--- config.mk ---
export PLATFORM = sky130hd
export DESIGN_NAME = stall_prevention
export DESIGN_NICKNAME = d
export VERILOG_FILES = /design/src/core/stall_pkg.sv /design/src/core/stall_sync.sv /design/src/core/stall_divider.sv /design/src/core/stall_prevention.sv
export VERILOG_INCLUDE_DIRS = /design/src /design/src/core
export SDC_FILE = /design/constraint.sdc
export NUM_CORES = 2
export LEC_CHECK = 0
export ABC_AREA = 0
export BUFFER_PORTS_ARGS = -buffer_cell sky130_fd_sc_hd__buf_2
export CAP_MARGIN = 40
export CORE_ASPECT_RATIO = 0.9
export CORE_MARGIN = 2
export CORE_UTILIZATION = 35
export DETAILED_ROUTE_END_ITERATION = 7
export HOLD_SLACK_MARGIN = 0.05
export PLACE_DENSITY = 0.6
export SKIP_LAST_GASP = 1
export SYNTH_ARGS = -nofsm -noshare
export SYNTH_HDL_FRONTEND = slang
export SYNTH_SLANG_ARGS = --single-unit
--- constraint.sdc ---
create_clock -name pclk -period 39.1 [get_ports pclk]
set_clock_uncertainty 0.2 [all_clocks]
set_input_delay 3.91 -clock pclk [delete_from_list [all_inputs] [get_ports pclk]]
set_output_delay 3.91 -clock pclk [all_outputs]
set_load 0.005 [all_outputs]
--- src/core/stall_params.svh ---
// Constants for the stall prevention block
// What this block does
// - Stall when current exceeds programmable percent level
// - Stall bends ramp: accel/const decelerate, decel accelerates
// - Overload indication follows active stall prevention
// - Indication stays on longer than 100 ms
// - Indication drops once current is back at level
// - Delay 0 immediate, tenths up to 25 s, 9999 none
// - Regeneration avoidance and overvoltage stall also indicate
// - Output terminal code 3 true, 103 inverted
// - Stall at 1 Hz for 3 s trips fault
// - Level reduced above start frequency by formula
// - Compensation 9999 keeps level constant to 400 Hz
// - Second function select picks second level
// - Input terminal code 3 is second function select
// - Selection 11 lowers voltage during stall
// - Selection weights 1,2,4 disable fast/accel/constant
// - Weight 16 stops drive on overload indication
// - Weight 8 disables decel; 100/101 by mode
// - Stop on overload raises stall stop fault
// - Disabled phase gives no indication or fault
// - Fast current limit alone gives no indication
`ifndef STALL_PARAMS_SVH
`define STALL_PARAMS_SVH
`define SP_CLK_HZ 50000000
`define SP_MIN_ON_MS 100
`define SP_TICK_MS 100
`define SP_TRIP_S 3
`define SP_TRIP_FREQ 16'h0064
`define SP_FMAX 32'h0000_9C40
`define SP_NONE 16'h270F
`define SP_K_UNIT 16'h0064
`define SP_CODE_IND 8'h03
`define SP_CODE_IND_N 8'h67
`define SP_CODE_SEL2 6'h03
`define SP_VRS_ON 8'h0B
`define SP_SEL_DRV 8'h64
`define SP_SEL_DRV_NF 8'h65
`define SP_DIS_STOP 4
`define SP_A_LEVEL 8'h00
`define SP_A_COMP 8'h04
`define SP_A_RSTART 8'h08
`define SP_A_LEVEL2 8'h0C
`define SP_A_VRS 8'h10
`define SP_A_SEL 8'h14
`define SP_A_DLY 8'h18
`define SP_A_TFUN 8'h1C
`define SP_A_IFUN 8'h20
`define SP_A_STATUS 8'h24
`define SP_A_LVLNOW 8'h28
`define SP_A_FAULT 8'h2C
`define SP_R_LEVEL 16'h05DC
`define SP_R_RSTART 16'h1388
`define SP_R_VRS 8'h01
`endif

--- src/core/stall_pkg.sv ---
// Types and helpers shared by the stall prevention block
package stall_pkg;
  `include "stall_params.svh"

  // Ramp phase seen by the limiter
  typedef enum logic [1:0] {PH_CONST, PH_ACCEL, PH_DECEL} phase_e;
  // Instruction to the frequency ramp
  typedef enum logic [1:0] {RAMP_FOLLOW, RAMP_ACCEL, RAMP_DECEL} ramp_e;
  // Level calculation steps
  typedef enum logic [2:0] {CALC_IDLE, CALC_A, CALC_B, CALC_T} calc_e;

  // Disable mask {stop, dec, const, acc, fast} from the selection code
  function automatic logic [4:0] sel_disables(input logic [7:0] sel, input logic regen);
    logic [4:0] d;
    d = sel[4:0];
    if (sel == `SP_SEL_DRV || sel == `SP_SEL_DRV_NF) begin
      // Mode codes: one mode runs, the other is fully off
      d = regen ? 5'h0F : {4'h0, sel == `SP_SEL_DRV_NF};
    end
    return d;
  endfunction

  // Saturate a wide quotient to a 16-bit level
  function automatic logic [15:0] sat16(input logic [47:0] v);
    return (v > 48'h0000_0000_FFFF) ? 16'hFFFF : v[15:0];
  endfunction

  // Drive of one output terminal from its function code
  function automatic logic term_drive(input logic [7:0] code, input logic ind);
    return (code == `SP_CODE_IND) ? ind : ((code == `SP_CODE_IND_N) ? !ind : 1'b0);
  endfunction
endpackage

--- src/core/stall_sync.sv ---
// Two-flop synchroniser for pins from the power stage
`timescale 1ns/1ps
`default_nettype none
module stall_sync #(
  parameter int unsigned WIDTH = 1
) (
  input wire logic pclk,
  input wire logic presetn,
  input wire logic [WIDTH-1:0] d,
  output logic [WIDTH-1:0] q
);
  logic [WIDTH-1:0] meta_q; // First stage, read only by q

  // Plain double flop; multi-bit words are assumed slow moving
  always_ff @(posedge pclk or negedge presetn) begin
    if (!presetn) begin
      meta_q <= '0;
      q <= '0;
    end else begin
      meta_q <= d;
      q <= meta_q;
    end
  end
endmodule
`default_nettype wire

--- src/core/stall_divider.sv ---
// Serial restoring divider, one quotient bit per clock
`timescale 1ns/1ps
`default_nettype none
module stall_divider (
  input wire logic pclk,
  input wire logic presetn,
  input wire logic start,
  input wire logic [47:0] num,
  input wire logic [31:0] den,
  output logic busy,
  output logic done,
  output logic [47:0] quo
);
  logic [31:0] den_q; // Latched divisor
  logic [31:0] rem_q; // Partial remainder
  logic [5:0] cnt_q; // Bits left
  logic [32:0] trial; // Shifted remainder less divisor

  assign trial = {1'b0, rem_q[30:0], quo[47]} - {1'b0, den_q};

  // A zero divisor yields all ones, which later saturates
  always_ff @(posedge pclk or negedge presetn) begin
    if (!presetn) begin
      den_q <= '0;
      rem_q <= '0;
      cnt_q <= '0;
      quo <= '0;
      busy <= 1'b0;
      done <= 1'b0;
    end else begin
      done <= 1'b0;
      if (start && !busy) begin
        quo <= num;
        den_q <= den;
        rem_q <= '0;
        cnt_q <= 6'd48;
        busy <= 1'b1;
      end else if (busy) begin
        if (!trial[32] && !rem_q[31]) begin
          rem_q <= trial[31:0];
          quo <= {quo[46:0], 1'b1};
        end else begin
          rem_q <= {rem_q[30:0], quo[47]};
          quo <= {quo[46:0], 1'b0};
        end
        cnt_q <= cnt_q - 6'd1;
        if (cnt_q == 6'd1) begin
          busy <= 1'b0;
          done <= 1'b1;
        end
      end
    end
  end
endmodule
`default_nettype wire

--- src/core/stall_prevention.sv ---
// Stall prevention current limit with APB register access
//
// The APB interface to the registers and the placing of the registers were left to the implementer.
`timescale 1ns/1ps
`default_nettype none
`include "stall_params.svh"
module stall_prevention #(
  parameter int unsigned MIN_ON_CYC = `SP_MIN_ON_MS * (`SP_CLK_HZ / 1000),
  parameter int unsigned TICK_CYC = `SP_TICK_MS * (`SP_CLK_HZ / 1000),
  parameter int unsigned TRIP_CYC = `SP_TRIP_S * `SP_CLK_HZ
) (
  input wire logic pclk,
  input wire logic presetn,
  input wire logic psel,
  input wire logic penable,
  input wire logic pwrite,
  input wire logic [7:0] paddr,
  input wire logic [31:0] pwdata,
  output logic [31:0] prdata,
  output logic pready,
  output logic pslverr,
  input wire logic [15:0] output_current,
  input wire logic [4:0] terminal_in,
  input wire logic regen_mode,
  input wire logic [15:0] command_freq,
  input wire logic [15:0] output_freq,
  input wire logic regen_avoid_active,
  input wire logic ov_stall_active,
  output stall_pkg::ramp_e ramp_cmd,
  output logic stall_active,
  output logic voltage_reduce,
  output logic fast_limit_enable,
  output logic overload_indication,
  output logic [2:0] terminal_out,
  output logic stall_stop_fault,
  output logic second_function_select
);
  import stall_pkg::*;

  // Software settings
  logic [15:0] stall_threshold_percent_q; // Base level, 0.1 %
  logic [15:0] comp_factor_q; // Double-speed factor, %
  logic [15:0] reduction_start_freq_q; // 0.01 Hz
  logic [15:0] second_stall_threshold_q; // 0.1 %
  logic [7:0] voltage_reduction_sel_q;
  logic [7:0] stall_operation_sel_q;
  logic [15:0] overload_delay_q; // 0.1 s
  logic [23:0] out_fun_q; // Three 8-bit terminal codes
  logic [29:0] in_fun_q; // Five 6-bit terminal codes

  // Bus
  logic pready_q;
  logic pslverr_q;
  logic [31:0] prdata_q;
  logic [31:0] rd_d;
  logic wr_en;

  // Sensed pins
  logic [15:0] cur_s;
  logic [4:0] tin_s;
  logic regen_s;

  // Control state
  phase_e phase_q;
  ramp_e ramp_q;
  calc_e calc_q;
  logic sel2_q;
  logic sel2_d;
  logic stall_q;
  logic stall_d;
  logic phase_en;
  logic [4:0] dis;
  logic [15:0] lvl_q; // Level in force
  logic [15:0] lsel;
  logic [15:0] a_q;
  logic [15:0] b_q;
  logic [15:0] la;
  logic [15:0] lb;
  logic [15:0] kd;
  logic div_start_q;
  logic [47:0] num_q;
  logic [31:0] den_q;
  logic div_busy;
  logic div_done;
  logic [47:0] div_quo;
  logic src;
  logic src_q;
  logic pend;
  logic [31:0] tick_q;
  logic [15:0] dcnt_q;
  logic ind_q;
  logic [31:0] mcnt_q;
  logic [2:0] term_q;
  logic [31:0] trip_q;
  logic fault_q;
  logic fault_set;
  logic fault_clr;
  logic vred_q;
  logic fast_q;

  assign prdata = prdata_q;
  assign pready = pready_q;
  assign pslverr = pslverr_q;
  assign ramp_cmd = ramp_q;
  assign stall_active = stall_q;
  assign voltage_reduce = vred_q;
  assign fast_limit_enable = fast_q;
  assign overload_indication = ind_q;
  assign terminal_out = term_q;
  assign stall_stop_fault = fault_q;
  assign second_function_select = sel2_q;

  // Current and terminal pins come from another domain
  stall_sync #(.WIDTH(22)) u_sync (
    .pclk(pclk),
    .presetn(presetn),
    .d({output_current, terminal_in, regen_mode}),
    .q({cur_s, tin_s, regen_s})
  );

  // Divider shared by the three steps of the level formula
  stall_divider u_div (
    .pclk(pclk),
    .presetn(presetn),
    .start(div_start_q),
    .num(num_q),
    .den(den_q),
    .busy(div_busy),
    .done(div_done),
    .quo(div_quo)
  );

  // Write strobe at the completing access edge only
  assign wr_en = psel && penable && pwrite && pready_q;

  // Read mux; unmapped reads return zero
  always_comb begin
    rd_d = 32'h0000_0000;
    case (paddr)
      `SP_A_LEVEL: rd_d = {16'h0000, stall_threshold_percent_q};
      `SP_A_COMP: rd_d = {16'h0000, comp_factor_q};
      `SP_A_RSTART: rd_d = {16'h0000, reduction_start_freq_q};
      `SP_A_LEVEL2: rd_d = {16'h0000, second_stall_threshold_q};
      `SP_A_VRS: rd_d = {24'h00_0000, voltage_reduction_sel_q};
      `SP_A_SEL: rd_d = {24'h00_0000, stall_operation_sel_q};
      `SP_A_DLY: rd_d = {16'h0000, overload_delay_q};
      `SP_A_TFUN: rd_d = {8'h00, out_fun_q};
      `SP_A_IFUN: rd_d = {2'b00, in_fun_q};
      `SP_A_STATUS: rd_d = {24'h00_0000, sel2_q, vred_q, ind_q, stall_q, phase_q, ramp_q};
      `SP_A_LVLNOW: rd_d = {16'h0000, lvl_q};
      `SP_A_FAULT: rd_d = {31'h0000_0000, fault_q};
      default: rd_d = 32'h0000_0000;
    endcase
  end

  // No wait state: answer prepared in setup, ready on first access edge
  always_ff @(posedge pclk or negedge presetn) begin
    if (!presetn) begin
      pready_q <= 1'b0;
      pslverr_q <= 1'b0;
      prdata_q <= 32'h0000_0000;
    end else if (psel && !penable) begin
      pready_q <= 1'b1;
      prdata_q <= rd_d;
      pslverr_q <= (paddr[1:0] != 2'b00) || (paddr > `SP_A_FAULT);
    end else begin
      pready_q <= 1'b0;
      pslverr_q <= 1'b0;
    end
  end

  // Settings registers; read-only and unmapped writes are dropped
  always_ff @(posedge pclk or negedge presetn) begin
    if (!presetn) begin
      stall_threshold_percent_q <= `SP_R_LEVEL;
      comp_factor_q <= `SP_NONE;
      reduction_start_freq_q <= `SP_R_RSTART;
      second_stall_threshold_q <= `SP_R_LEVEL;
      voltage_reduction_sel_q <= `SP_R_VRS;
      stall_operation_sel_q <= 8'h00;
      overload_delay_q <= 16'h0000;
      out_fun_q <= 24'h00_0000;
      in_fun_q <= 30'h0000_0000;
    end else if (wr_en) begin
      case (paddr)
        `SP_A_LEVEL: stall_threshold_percent_q <= pwdata[15:0];
        `SP_A_COMP: comp_factor_q <= pwdata[15:0];
        `SP_A_RSTART: reduction_start_freq_q <= pwdata[15:0];
        `SP_A_LEVEL2: second_stall_threshold_q <= pwdata[15:0];
        `SP_A_VRS: voltage_reduction_sel_q <= pwdata[7:0];
        `SP_A_SEL: stall_operation_sel_q <= pwdata[7:0];
        `SP_A_DLY: overload_delay_q <= pwdata[15:0];
        `SP_A_TFUN: out_fun_q <= pwdata[23:0];
        `SP_A_IFUN: in_fun_q <= pwdata[29:0];
        default: ;
      endcase
    end
  end

  // Second function select from any terminal coded for it
  always_comb begin
    sel2_d = 1'b0;
    for (int i = 0; i < 5; i++) begin
      if (in_fun_q[i*6 +: 6] == `SP_CODE_SEL2 && tin_s[i]) begin
        sel2_d = 1'b1;
      end
    end
  end

  // Phase and select, registered once per cycle
  always_ff @(posedge pclk or negedge presetn) begin
    if (!presetn) begin
      phase_q <= PH_CONST;
      sel2_q <= 1'b0;
    end else begin
      sel2_q <= sel2_d;
      if (command_freq > output_freq) begin
        phase_q <= PH_ACCEL;
      end else if (command_freq < output_freq) begin
        phase_q <= PH_DECEL;
      end else begin
        phase_q <= PH_CONST;
      end
    end
  end

  // Formula operands
  assign lsel = sel2_q ? second_stall_threshold_q : stall_threshold_percent_q;
  assign la = (lsel > a_q) ? lsel - a_q : 16'h0000;
  assign lb = (lsel > b_q) ? lsel - b_q : 16'h0000;
  assign kd = (comp_factor_q >= `SP_K_UNIT) ? comp_factor_q - `SP_K_UNIT : `SP_K_UNIT - comp_factor_q;

  // Level calculation; the level in force holds until a pass ends
  always_ff @(posedge pclk or negedge presetn) begin
    if (!presetn) begin
      calc_q <= CALC_IDLE;
      lvl_q <= `SP_R_LEVEL;
      a_q <= 16'h0000;
      b_q <= 16'h0000;
      num_q <= '0;
      den_q <= '0;
      div_start_q <= 1'b0;
    end else begin
      div_start_q <= 1'b0;
      case (calc_q)
        CALC_IDLE: begin
          if (comp_factor_q == `SP_NONE || output_freq <= reduction_start_freq_q) begin
            lvl_q <= lsel;
          end else begin
            num_q <= 48'(reduction_start_freq_q * lsel);
            den_q <= {16'h0000, output_freq};
            div_start_q <= 1'b1;
            calc_q <= CALC_A;
          end
        end
        CALC_A: begin
          if (div_done) begin
            a_q <= sat16(div_quo);
            den_q <= `SP_FMAX;
            div_start_q <= 1'b1;
            calc_q <= CALC_B;
          end
        end
        CALC_B: begin
          if (div_done) begin
            b_q <= sat16(div_quo);
            calc_q <= CALC_T;
          end
        end
        CALC_T: begin
          // Operands settle one cycle after B, then the last division runs
          if (!div_busy && !div_start_q && !div_done) begin
            num_q <= 48'(b_q * la * kd);
            den_q <= 32'(lb * `SP_K_UNIT);
            div_start_q <= 1'b1;
          end else if (div_done) begin
            if (comp_factor_q >= `SP_K_UNIT) begin
              lvl_q <= sat16(48'(a_q) + div_quo);
            end else begin
              lvl_q <= (div_quo > 48'(a_q)) ? 16'h0000 : a_q - div_quo[15:0];
            end
            calc_q <= CALC_IDLE;
          end
        end
        default: calc_q <= CALC_IDLE;
      endcase
    end
  end

  // Per-phase enables from the selection code
  assign dis = sel_disables(stall_operation_sel_q, regen_s);
  always_comb begin
    case (phase_q)
      PH_ACCEL: phase_en = !dis[1];
      PH_CONST: phase_en = !dis[2];
      PH_DECEL: phase_en = !dis[3];
      default: phase_en = 1'b0;
    endcase
  end
  assign stall_d = (cur_s > lvl_q) && phase_en;

  // Stall state, ramp steering, voltage reduction, fast limit enable
  always_ff @(posedge pclk or negedge presetn) begin
    if (!presetn) begin
      stall_q <= 1'b0;
      ramp_q <= RAMP_FOLLOW;
      vred_q <= 1'b0;
      fast_q <= 1'b1;
    end else begin
      stall_q <= stall_d;
      fast_q <= !dis[0];
      vred_q <= stall_d && voltage_reduction_sel_q == `SP_VRS_ON;
      if (!stall_d) begin
        ramp_q <= RAMP_FOLLOW;
      end else if (phase_q == PH_DECEL) begin
        ramp_q <= RAMP_ACCEL;
      end else begin
        ramp_q <= RAMP_DECEL;
      end
    end
  end

  // Indication sources; fast limiting is deliberately not one
  assign src = stall_q || regen_avoid_active || ov_stall_active;
  assign pend = src && overload_delay_q != `SP_NONE && dcnt_q >= overload_delay_q;

  // Delay timer in 0.1 s steps, cleared whenever the source is off
  always_ff @(posedge pclk or negedge presetn) begin
    if (!presetn) begin
      src_q <= 1'b0;
      tick_q <= '0;
      dcnt_q <= 16'h0000;
    end else begin
      src_q <= src;
      if (!src || !src_q) begin
        tick_q <= '0;
        dcnt_q <= 16'h0000;
      end else if (tick_q >= TICK_CYC - 1) begin
        tick_q <= '0;
        if (dcnt_q != 16'hFFFF) begin
          dcnt_q <= dcnt_q + 16'h0001;
        end
      end else begin
        tick_q <= tick_q + 32'd1;
      end
    end
  end

  // Indication with minimum on-time; drops when no longer pending
  always_ff @(posedge pclk or negedge presetn) begin
    if (!presetn) begin
      ind_q <= 1'b0;
      mcnt_q <= '0;
    end else begin
      ind_q <= pend || (ind_q && mcnt_q < MIN_ON_CYC);
      if (!ind_q) begin
        mcnt_q <= '0;
      end else if (mcnt_q < MIN_ON_CYC) begin
        mcnt_q <= mcnt_q + 32'd1;
      end
    end
  end

  // Output terminals follow the indication at chosen polarity
  always_ff @(posedge pclk or negedge presetn) begin
    if (!presetn) begin
      term_q <= 3'b000;
    end else begin
      for (int i = 0; i < 3; i++) begin
        term_q[i] <= term_drive(out_fun_q[i*8 +: 8], ind_q);
      end
    end
  end

  // Low-frequency stall timer
  always_ff @(posedge pclk or negedge presetn) begin
    if (!presetn) begin
      trip_q <= '0;
    end else if (stall_q && output_freq <= `SP_TRIP_FREQ) begin
      if (trip_q < TRIP_CYC) begin
        trip_q <= trip_q + 32'd1;
      end
    end else begin
      trip_q <= '0;
    end
  end

  // Fault is sticky; a set in the clearing cycle wins
  assign fault_set = (trip_q >= TRIP_CYC - 1) || (dis[`SP_DIS_STOP] && ind_q);
  assign fault_clr = wr_en && paddr == `SP_A_FAULT && pwdata[0];
  always_ff @(posedge pclk or negedge presetn) begin
    if (!presetn) begin
      fault_q <= 1'b0;
    end else begin
      fault_q <= fault_set || (fault_q && !fault_clr);
    end
  end
endmodule
`default_nettype wire

==> flow_summary.ini <==
[critical_path]
crit_path_start_kind = flop
critPathMostFrequentCell = fa_1
regToRegStartpoint = second_function_select
worstSetupPathType = reg2reg
crit_path_max_incr_delay_ps = 780
r2r-end = num_q[40]
cp_max_fo = 90
reg2reg_slack_ps = 20090
cp-end-kind = flop
cp.arrival_ps = 19360
reg2reg_depth = 55
crit_slowest_cell = a2111oi_0
required_ps = 39440

[global_route]
antenna_found_initial = 9
grt_pass1_wl_um = 329000
grt_max_degree = 187
grt_pass1_vias = 54800
grt_overflow = 0
grt_use_total_pct = 21.7

[synth]
synth_seq_cells = 585
synth-seq-area-share_pct = 21.9
async_reset_ff_share_pct = 100
yosys_warnings = 0
yosysTopAreaCell = fa_1
synth_area_um2 = 67000
syn_avg_cell_area_um2 = 8.99
syn_inst = 7453
synth_edf_count = 0
ys.flop_type = dfrtp_1
synth.distinct_cells = 92
synth.area.top_cells = fa_1, dfrtp_1, ha_1, inv_1, nand2_1
synth_top_area_share_pct = 24.6

[final_layout]
utilization_pct = 38.7
syn_to_final_growth_pct = 10.1
fin_nets = 8994
design_area_um2 = 73700
drive_above_1_share_pct = 9.16
nFillCells = 19000
layoutNonFillerInstCount = 10100

[timing]
setup_ws_ps = 20090
tns_ps = 0
final_hold_viol_count = 0
max_slew_margin_pct = 26.8
finalCriticalPeriod_ps = 19010
whs_ps = 147
timing.final.crit_share_pct = 48.6
finalMaxSlewViolations = 0
rsz0062_at_grt = no
max_freq_mhz = 52.6
setup_violations = 0
worstMarginPinSlew_ps = 1100

[placement]
dp_hpwl_um = 161000
dpl.cell_count = 9971
place_area_um2 = 71200
port_buffers = 141
routabilityCongestion = 0.963
dp_slack_ps = 20260

[power_and_ir_drop]
ir_drop_mv = 0.0364
pwr_density_cell_nw_per_um2 = 26.3
finalPower_mw = 1.94
leakage_nw = 36.1

[flow_run]
maxCapViolations = 0

[routing]
postRouteAntennaNets = 0
routed_wl_um = 210000
drc = 0
drt-initial-drc-count = 4606
wl_per_cell_um = 20.7
vias = 54100
vias_per_cell = 5.34
drt_pass1_iterations = 6

[clock_tree]
postCtsSetupBuffers = 0
cts_tree = yes
clk-insertion-delay-late_ps = 690
cts_hold_buffers = 0
clkSinkCount = 585
clockRootBuffer = clkbuf_16
cts_resized = 0
cts.htree.levels = 3
numCtsBuffers = 71
clkTransAtPathRegs_ps = 60
cts_max_path_buffers = 3

[run_status]
status = completed

[hold_path]
whs_path_depth = 0
min_path_type = reg2reg
hold_end = u_sync.q[5]
worstHoldStart = u_sync.meta_q[5]

[die]
die_h_um = 419
rows = 152
core_um2 = 190000
dieWidth_um = 465
start_util_pct = 35.2
ios = 146
dieArea_um2 = 195000
==> critical path: cells and delay by family (launching register included) <==
kind	cells	cell delay (ps)
compound gates	15	4420
xor+xnor	2	400
fa+ha+maj	16	7830
buf+inv	13	2870
flops	1	330
mux	1	560
simple gates	8	2150
==> flip-flops by register name, summed over array words and instances (netlist names), 30 cells and up <==
| register | count |
|---|---|
| u_div.quo | 48 |
| u_div.rem_q | 32 |
| in_fun_q | 30 |
| mcnt_q | 32 |
| num_q | 48 |
| prdata | 30 |
| trip_q | 32 |
| tick_q | 32 |
==> routing by layer <==
layer  part of all wire [%]  vias up  GRT usage [%]
met5                  0.015        -              0
met4                    4.8        6           9.27
met3                    7.9      360           4.38
met2                     44     1978           33.2
met1                     43    27300           29.7
li1                       -    24400              -
==> worst max path at each step <==
stage	from	endpoint	cells past startpoint
3_3_place_gp	second_function_select	num_q[40]	52
4_1_cts	second_function_select	num_q[40]	55
5_1_grt	second_function_select	num_q[40]	55
6_report	second_function_select	num_q[40]	55
3_5_place_dp	second_function_select	num_q[40]	55
2_1_floorplan	second_function_select	num_q[41]	57
==> layout by cell type (no fill, tap or decap), drive strengths merged, types with 30 or more instances in the layout <==
| cell type | instances |
|---|---|
| a211oi | 32 |
| a21o | 87 |
| a21oi | 290 |
| a22o | 38 |
| a22oi | 53 |
| a31oi | 32 |
| and2 | 142 |
| and3 | 133 |
| buf | 303 |
| clkbuf | 91 |
| clkinv | 30 |
| dfrtp | 549 |
| dfstp | 36 |
| fa | 822 |
| ha | 562 |
| inv | 1158 |
| mux2 | 166 |
| mux2i | 95 |
| nand2 | 928 |
| nand2b | 48 |
| nand3 | 157 |
| nand4 | 62 |
| nor2 | 542 |
| nor2b | 50 |
| nor3 | 101 |
| nor4 | 42 |
| o21a | 49 |
| o21ai | 306 |
| or3 | 46 |
| xnor2 | 156 |
| xor2 | 110 |
==> cells by family after synthesis <==
group                      synth area share (%)
other                                   0.00560
DFF                                        21.9
adders and majority gates                  35.1
AOI/OAI and AO/OA                          10.7
muxes                                      4.21
buffers and inverters                      8.42
xor gates and xnor gates                   3.48
and+or+nand+nor                            16.2
==> synth_stat cells, types with 12 or more instances <==
cell type and instances:
nor4_1 42, inv_1 1154, fa_1 822, o21bai_1 19, nand2_1 928, or2_2 18
o31ai_1 18, and2_1 142, nand2b_1 48, a221oi_1 18, a31oi_1 32, xnor2_1 156
mux2_2 165, clkbuf_1 291, dfrtp_1 549, nor2_1 542, a22o_1 38, and3_1 133
o211ai_1 26, a2111oi_0 12, or3_1 46, o21a_1 49, a22oi_1 53, ha_1 562
nor2b_1 50, o21ai_1 19, nor3_1 101, o21ai_0 286, dfstp_2 36, nand4_1 60
buf_1 22, or4_1 18, xor2_1 110, a21o_1 87, a21boi_0 16, a211oi_1 31
a21oi_1 290, nand3_1 155, mux2i_1 95
==> power breakdown <==
group	leakage [nW]	total, mW	switching (mW)	internal [mW]
clock	1.20	0.701	0.292	0.409
sequential	7.69	0.726	0.0611	0.665
combinational	27.2	0.513	0.330	0.183
total	36.1	1.94	0.683	1.26
==> layout make-up <==
cell class	count	area, µm²	share of cell area (%)
Tap cell	2541	3180	4.31
Antenna cell	7	17.5	0.0238
Multi-Input combinational cell	5388	46900	63.6
Sequential cell	585	14700	19.9
Clock buffer	90	1930	2.62
Timing Repair Buffer	304	2110	2.86
Clock inverter	42	543	0.737
Inverter	1159	4350	5.90
Note: power is estimated with default switching activity, not from simulation.
